$ cat src/acfg_params.svh
// register offsets, reset values and field positions of the config bank
`ifndef ACFG_PARAMS_SVH
`define ACFG_PARAMS_SVH
`define ACFG_ADDR_W          15
`define ACFG_ADDR_MAX        15'h7fff
`define ACFG_OFS_VENDOR_HI   15'h000c
`define ACFG_OFS_VENDOR_LO   15'h000d
`define ACFG_OFS_USER_CFG    15'h0010
`define ACFG_OFS_DIG_RESET   15'h0021
`define ACFG_OFS_GAIN_HI     15'h0022
`define ACFG_OFS_GAIN_LO     15'h0023
`define ACFG_OFS_OFFSET_HI   15'h0025
`define ACFG_OFS_OFFSET_LO   15'h0026
`define ACFG_RST_USER_CFG    8'h00
`define ACFG_RST_DIG_RESET   8'h00
`define ACFG_RST_GAIN_HI     8'h40
`define ACFG_RST_GAIN_LO     8'h00
`define ACFG_RST_OFFSET_HI   8'h40
`define ACFG_RST_OFFSET_LO   8'h00
`define ACFG_HOLD_ADDR_BIT   0
`define ACFG_DIG_RESET_BIT   0
`define ACFG_HI_FIELD_MASK   8'h7f
`define ACFG_GAIN_MIN        15'h0000
`define ACFG_GAIN_DEFAULT    15'h4000
`define ACFG_GAIN_MAX        15'h7fff
`endif

$ cat src/acfg_pkg.sv
// types shared by the configuration register bank
package acfg_pkg;
	// one byte access from the serial port framer
	typedef struct packed {
		logic        start;
		logic        wr;
		logic [14:0] addr;
		logic [7:0]  wdata;
	} acfg_req_t;

	typedef struct packed {
		logic       valid;
		logic [7:0] rdata;
	} acfg_rsp_t;

	typedef enum logic [1:0] {
		ACFG_IDLE   = 2'b01,
		ACFG_STREAM = 2'b10
	} acfg_state_t;
endpackage

$ cat src/acfg_regs.sv
// configuration and trim register bank of the converter
`timescale 1ns/10ps
`include "acfg_params.svh"

// Overview of operation
// - A fixed 16-bit maker code reads back at two byte addresses, writes ignored.
// - With the hold bit clear, streamed addresses step per the direction bit.
// - With the hold bit set, every streamed byte uses the same address.
// - A zero-to-one change of the reset trigger resets all digital logic except the trigger register and the pulse flop once.
// - Gain code bits 14:8 sit in bits 6:0 of gain-high, reset 100 0000.
// - Gain code bits 7:0 fill gain-low, and the code is high then low.
// - Code 0x0000, 0x4000, 0x7fff map to 500, 725 and 950 mVp-p range.
// - Direction zero decrements with wrap to top, one increments with wrap.
module acfg_regs #(
	parameter logic [15:0] VENDOR_CODE = 16'h0a5c // arbitrary value
) (
	input  wire logic              sys_clk,
	input  wire logic              rst,
	input  wire acfg_pkg::acfg_req_t req,
	input  wire logic              req_valid,
	input  wire logic              address_direction_bit,
	output logic                   rsp_valid,
	output logic [7:0]             rsp_rdata,
	output logic [14:0]            fullscale_gain_code,
	output logic [14:0]            offset_trim_code,
	output logic                   digital_reset_pulse,
	output logic                   hold_address
);
	acfg_pkg::acfg_state_t state_q, state_d;
	logic [14:0] addr_q, addr_d;
	logic [7:0]  user_cfg_q, user_cfg_d;
	logic [7:0]  dig_reset_q, dig_reset_d;
	logic [7:0]  gain_hi_q, gain_hi_d;
	logic [7:0]  gain_lo_q, gain_lo_d;
	logic [7:0]  ofs_hi_q, ofs_hi_d;
	logic [7:0]  ofs_lo_q, ofs_lo_d;
	logic        rsp_valid_d;
	logic [7:0]  rsp_rdata_d;
	logic        dres_pulse_d;
	logic [14:0] cur_addr;
	logic        wr_en;
	logic        soft_rst;

	function automatic logic [14:0] next_addr(input logic [14:0] a,
	                                          input logic hold,
	                                          input logic up);
		if (hold)
			next_addr = a;
		else if (up)
			next_addr = (a == `ACFG_ADDR_MAX) ? 15'h0000 : a + 15'h0001;
		else
			next_addr = (a == 15'h0000) ? `ACFG_ADDR_MAX : a - 15'h0001;
	endfunction

	function automatic logic [7:0] read_byte(input logic [14:0] a,
	                                         input logic [7:0] uc,
	                                         input logic [7:0] dr,
	                                         input logic [7:0] gh,
	                                         input logic [7:0] gl,
	                                         input logic [7:0] oh,
	                                         input logic [7:0] ol);
		case (a)
			`ACFG_OFS_VENDOR_HI: read_byte = VENDOR_CODE[15:8];
			`ACFG_OFS_VENDOR_LO: read_byte = VENDOR_CODE[7:0];
			`ACFG_OFS_USER_CFG:  read_byte = uc;
			`ACFG_OFS_DIG_RESET: read_byte = dr;
			`ACFG_OFS_GAIN_HI:   read_byte = gh;
			`ACFG_OFS_GAIN_LO:   read_byte = gl;
			`ACFG_OFS_OFFSET_HI: read_byte = oh;
			`ACFG_OFS_OFFSET_LO: read_byte = ol;
			default:             read_byte = 8'h00;
		endcase
	endfunction

	// soft reset raised one cycle after the rising edge of the trigger
	assign soft_rst = rst | digital_reset_pulse;
	assign wr_en    = req_valid & req.wr;

	always_comb begin
		cur_addr = (req.start || state_q == acfg_pkg::ACFG_IDLE) ?
		           req.addr : addr_q;
		state_d      = state_q;
		addr_d       = addr_q;
		user_cfg_d   = user_cfg_q;
		dig_reset_d  = dig_reset_q;
		gain_hi_d    = gain_hi_q;
		gain_lo_d    = gain_lo_q;
		ofs_hi_d     = ofs_hi_q;
		ofs_lo_d     = ofs_lo_q;
		rsp_valid_d  = 1'b0;
		rsp_rdata_d  = rsp_rdata;
		dres_pulse_d = 1'b0;
		case (state_q)
			acfg_pkg::ACFG_IDLE,
			acfg_pkg::ACFG_STREAM: begin
				if (req_valid) begin
					state_d = acfg_pkg::ACFG_STREAM;
					addr_d  = next_addr(cur_addr,
					          user_cfg_q[`ACFG_HOLD_ADDR_BIT],
					          address_direction_bit);
					rsp_valid_d = 1'b1;
					rsp_rdata_d = read_byte(cur_addr, user_cfg_q,
					              dig_reset_q, gain_hi_q, gain_lo_q,
					              ofs_hi_q, ofs_lo_q);
				end
			end
			default: state_d = acfg_pkg::ACFG_IDLE;
		endcase
		if (wr_en) begin
			case (cur_addr)
				`ACFG_OFS_USER_CFG:  user_cfg_d = req.wdata;
				`ACFG_OFS_DIG_RESET: begin
					dig_reset_d = req.wdata;
					// edge only; the bit stays as written
					dres_pulse_d = req.wdata[`ACFG_DIG_RESET_BIT] &
					               ~dig_reset_q[`ACFG_DIG_RESET_BIT];
				end
				`ACFG_OFS_GAIN_HI:   gain_hi_d = req.wdata & `ACFG_HI_FIELD_MASK;
				`ACFG_OFS_GAIN_LO:   gain_lo_d = req.wdata;
				`ACFG_OFS_OFFSET_HI: ofs_hi_d  = req.wdata & `ACFG_HI_FIELD_MASK;
				`ACFG_OFS_OFFSET_LO: ofs_lo_d  = req.wdata;
				default: ; // vendor code and holes ignore writes
			endcase
		end
	end

	// the trigger register itself survives its own reset so the bit
	// is not self-clearing; everything else except the digital_reset_pulse flop returns to defaults
	always_ff @(posedge sys_clk) begin
		if (rst)
			dig_reset_q <= `ACFG_RST_DIG_RESET;
		else
			dig_reset_q <= dig_reset_d;
		if (rst)
			digital_reset_pulse <= 1'b0;
		else
			digital_reset_pulse <= dres_pulse_d;
		if (soft_rst) begin
			state_q    <= acfg_pkg::ACFG_IDLE;
			addr_q     <= 15'h0000;
			user_cfg_q <= `ACFG_RST_USER_CFG;
			gain_hi_q  <= `ACFG_RST_GAIN_HI;
			gain_lo_q  <= `ACFG_RST_GAIN_LO;
			ofs_hi_q   <= `ACFG_RST_OFFSET_HI;
			ofs_lo_q   <= `ACFG_RST_OFFSET_LO;
			rsp_valid  <= 1'b0;
			rsp_rdata  <= 8'h00;
			fullscale_gain_code <= `ACFG_GAIN_DEFAULT;
			offset_trim_code    <= `ACFG_GAIN_DEFAULT;
			hold_address        <= 1'b0;
		end else begin
			state_q    <= state_d;
			addr_q     <= addr_d;
			user_cfg_q <= user_cfg_d;
			gain_hi_q  <= gain_hi_d;
			gain_lo_q  <= gain_lo_d;
			ofs_hi_q   <= ofs_hi_d;
			ofs_lo_q   <= ofs_lo_d;
			rsp_valid  <= rsp_valid_d;
			rsp_rdata  <= rsp_rdata_d;
			// analog trim maps the code linearly 500..950 mVp-p
			fullscale_gain_code <= {gain_hi_d[6:0], gain_lo_d};
			offset_trim_code    <= {ofs_hi_d[6:0], ofs_lo_d};
			hold_address        <= user_cfg_d[`ACFG_HOLD_ADDR_BIT];
		end
	end
endmodule

$ cat config.mk
export PLATFORM = sky130hd
export DESIGN_NAME = acfg_regs
export DESIGN_NICKNAME = d
export VERILOG_FILES = /design/src/acfg_pkg.sv /design/src/acfg_regs.sv
export VERILOG_INCLUDE_DIRS = /design/src /design/src/src
export SDC_FILE = /design/constraint.sdc
export NUM_CORES = 1
export LEC_CHECK = 0
export BUFFER_PORTS_ARGS = -buffer_cell sky130_fd_sc_hd__buf_2
export CORE_MARGIN = 8
export CORE_UTILIZATION = 39
export CTS_BUF_LIST = sky130_fd_sc_hd__clkbuf_8
export CTS_CLUSTER_DIAMETER = 120
export DETAILED_ROUTE_END_ITERATION = 6
export PLACE_DENSITY = 0.69
export SKIP_LAST_GASP = 1
export SYNTH_ARGS = -nofsm -noshare
export SYNTH_HDL_FRONTEND = slang
export SYNTH_SLANG_ARGS = --single-unit
$ cat constraint.sdc
create_clock -name sys_clk -period 4.84 [get_ports sys_clk]
set_input_delay 0.726 -clock sys_clk [delete_from_list [all_inputs] [get_ports sys_clk]]
set_output_delay 0.726 -clock sys_clk [all_outputs]
set_load 0.02 [all_outputs]
==> results.py <==
metrics = {
    "outcome": {
        "status": "finished clean",
    },
    "die": {
        "core-area_mm2": 0.0107,
        "die_x_um": 121,
        "initial_core_util": 0.397,
        "die_y_um": 121,
        "dieArea_mm2": 0.0145,
        "rows": 38,
        "ios": 70,
    },
    "global_route": {
        "first_global_vias": 4229,
        "grt_max_degree": 45,
        "grt_overflow": 0,
        "grt_pass1_wl_mm": 21.8,
        "antenna_found_initial": 0,
        "track_usage": 0.186,
    },
    "critical_path": {
        "path_cells": "inv_1, ha_1, or2_4, mux2i_1, or3_1, nor4_4, nand3_2, mux2i_1, nand2_1",
        "required_ns": 5.06,
        "critPathBufInv": 1,
        "worst_ep_arrival_time_ns": 3.92,
        "path_max_fanout": 29,
        "crit_path_start_kind": "flop",
        "crit_type": "flop to flop",
        "critPathMostFrequentCell": "mux2i_1",
        "cpLargestDelayFamily": "simple AND/OR/NAND/NOR gates",
        "crit_path_top_delay_cell": "nor4_4",
        "crit_path_max_incr_delay_ns": 0.64,
        "cp-end-kind": "flop",
    },
    "power_and_ir_drop": {
        "p_leak_uw": 0.00212,
        "power-per-cell-area_mw_per_mm2": 307,
        "vdd_drop_max_mv": 0.244,
    },
    "timing": {
        "clock_skew_ns": 0.00805,
        "post-route-period-util": 0.764,
        "maxSlewHeadroom": 0.328,
        "timing.fmax_ghz": 0.271,
        "timing_hold_violations_final": 0,
        "setup-tns-final_ns": 0,
        "min_period_ns": 3.70,
        "rsz0062_at_grt": "false",
        "report.final.setup_viol": 0,
        "maxSlewViolCount": 0,
        "worstMarginPinSlew_ns": 1.01,
    },
    "yosys": {
        "synthMuxAreaShare": 0.156,
        "synth-simple-area-share": 0.233,
        "synth_ff_type": "dfxtp_1",
        "synth-compound-area-share": 0.209,
        "seq_area_frac_synth": 0.343,
        "synthAdderAreaFrac": 0.00880,
        "ys_warn_count": 0,
        "ys_types": 71,
        "synth-seq-cells": 73,
        "synthesis.instances": 497,
        "async_flop_share": 0,
        "synth_edf_count": 0,
        "yosys.area_share.xor_xnor": 0.0103,
        "synth.avg_cell_area_um2": 8.58,
        "synth_top_family_by_area": "simple AND/OR/NAND/NOR gates",
        "syn_nets": 529,
        "syn_area_mm2": 0.00427,
    },
    "layout": {
        "syn_to_final_growth_pct": 15.4,
        "drive_above_1_share": 0.215,
        "fillers": 1083,
        "fin_area_mm2": 0.00492,
        "diodes": 0,
        "nets": 586,
        "fin_cells": 698,
    },
    "route": {
        "drc": 0,
        "drt-total-wl_mm": 13.4,
        "drt-initial-drc-count": 396,
        "drtPass1Iterations": 5,
        "num_vias": 4180,
        "wl_per_cell_um": 19.2,
        "antenna_left": 0,
        "vias_per_cell": 5.99,
    },
    "hold_path": {
        "min_path_type": "flop to flop",
    },
    "placed_design": {
        "gp_congestion": 0.927,
        "numPlacedInstances": 683,
        "hpwl_mm": 9.49,
        "place_area_mm2": 0.00470,
        "portBuffers": 69,
    },
    "clocking": {
        "cts_buffer_depth": 2,
        "hold_buffers": 0,
        "htree_num_levels": 3,
        "numCtsBuffers": 9,
        "clkTransAtPathRegs_ns": 0.09,
        "clock_sinks": 73,
        "tritoncts": "yes",
        "ctsResizeCount": 0,
        "cts.root.buffer_cell": "clkbuf_8",
        "clk_latency_ns": 0.36,
        "post_cts_buffers": 0,
    },
    "run": {
        "maxCapViolCount": 0,
    },
}
Yosys cell counts, types with 3 or more instances:
| library cell | count | area, um^2 |
|---|---|---|
| nor4_1 | 4 | 25.0 |
| nand2_1 | 43 | 161 |
| inv_1 | 8 | 30.0 |
| nor2b_1 | 4 | 25.0 |
| mux2i_1 | 57 | 571 |
| o21a_1 | 3 | 22.5 |
| dfxtp_1 | 73 | 1460 |
| o21ai_0 | 17 | 85.1 |
| or4_1 | 3 | 22.5 |
| a22oi_1 | 5 | 37.5 |
| o31ai_1 | 5 | 37.5 |
| nand3_2 | 4 | 40.0 |
| buf_2 | 5 | 25.0 |
| a21boi_0 | 3 | 22.5 |
| a222oi_1 | 8 | 80.1 |
| nand2b_1 | 4 | 25.0 |
| or3_1 | 4 | 25.0 |
| xnor2_1 | 3 | 26.3 |
| mux2_2 | 5 | 56.3 |
| clkbuf_1 | 19 | 71.3 |
| a21oi_1 | 20 | 100 |
| a221o_1 | 5 | 50.1 |
| nand3_1 | 8 | 40.0 |
| nand4_1 | 5 | 31.3 |
| a221oi_1 | 14 | 123 |
| and2_1 | 5 | 31.3 |
| o211ai_1 | 8 | 60.1 |
| nor2_1 | 71 | 267 |
| and3_1 | 7 | 43.8 |
| a211oi_1 | 3 | 22.5 |
| o22ai_1 | 6 | 37.5 |
| a31oi_1 | 5 | 31.3 |
| ha_1 | 3 | 37.5 |
| nor3_1 | 13 | 65.1 |
metrics by stage:
stage	worst slack, ns	hold slack, ns	power [uW]	util
floorplan	1.57	0.435	875	-
global placement	1.18	0.445	948	0.437
CTS	1.16	0.466	1510	0.458
global route	0.913	0.508	1580	0.458
detailed placement	1.14	0.454	955	0.437
finish	1.14	0.469	1510	0.458
power by group:
group,total [uW],switching (uW),internal [uW]
Sequential,644,23.0,621
Clock,563,256,306
Combinational,304,196,108
sequential cells by signal, summed over array words and instances, names as in the netlist:
register	count
addr_q	15
fullscale_gain_code	15
offset_trim_code	15
dig_reset_q	8
rsp_rdata	8
user_cfg_q	8
state_q	2
digital_reset_pulse	1
rsp_valid	1
worst min-delay path, cell delays in order (launching register included):
cell and delay (ns):
dfxtp_1 0.32, inv_1 0.05, o21ai_0 0.06
final cells by class:
cell class | instances | area [um^2] | area share
repair buffers | 76 | 398 | 0.0809
clock inverters | 5 | 86.3 | 0.0175
multi-input cells | 386 | 2630 | 0.535
inverters | 8 | 30.0 | 0.00610
well taps | 140 | 175 | 0.0356
flip-flops and latches | 73 | 1460 | 0.297
clock buffers | 10 | 138 | 0.0280
cell families after synthesis:
group	Yosys count
AND/OR/NAND/NOR	193
flip-flops	73
XOR/XNOR	5
buffers and inverters	38
AO/OA/AOI/OAI	121
multiplexers	64
adder cells (fa/ha/maj)	3
final timing paths:
kind,startpoint,to,slack (ns),depth (start not counted)
worst max-delay path,state_q[1],offset_trim_code[14],1.14,9
worst min-delay path,state_q[0],state_q[0],0.47,2
worst max register to register,state_q[1],offset_trim_code[14],1.14,9
worst min register to register,state_q[0],state_q[0],0.47,2
cells in the final DEF, fill, tap and decap left out, drive strengths merged, types with 10 or more instances in the layout:
master / synthesis / final
a21oi: 21 / 21
a221oi: 15 / 15
buf: 11 / 76
clkbuf: 19 / 10
dfxtp: 73 / 73
inv: 8 / 10
mux2i: 58 / 58
nand2: 43 / 43
nand3: 12 / 12
nor2: 72 / 72
nor3: 15 / 15
o21ai: 18 / 18
metal layers:
metal	part of all wire	vias to the layer above	GRT usage
li1	-	1970	-
met1	0.43	1957	0.227
met2	0.46	225	0.301
met3	0.096	28	0.0480
met4	0.018	0	0.0835
met5	0	-	0
Power figures use the tool's default switching activity.
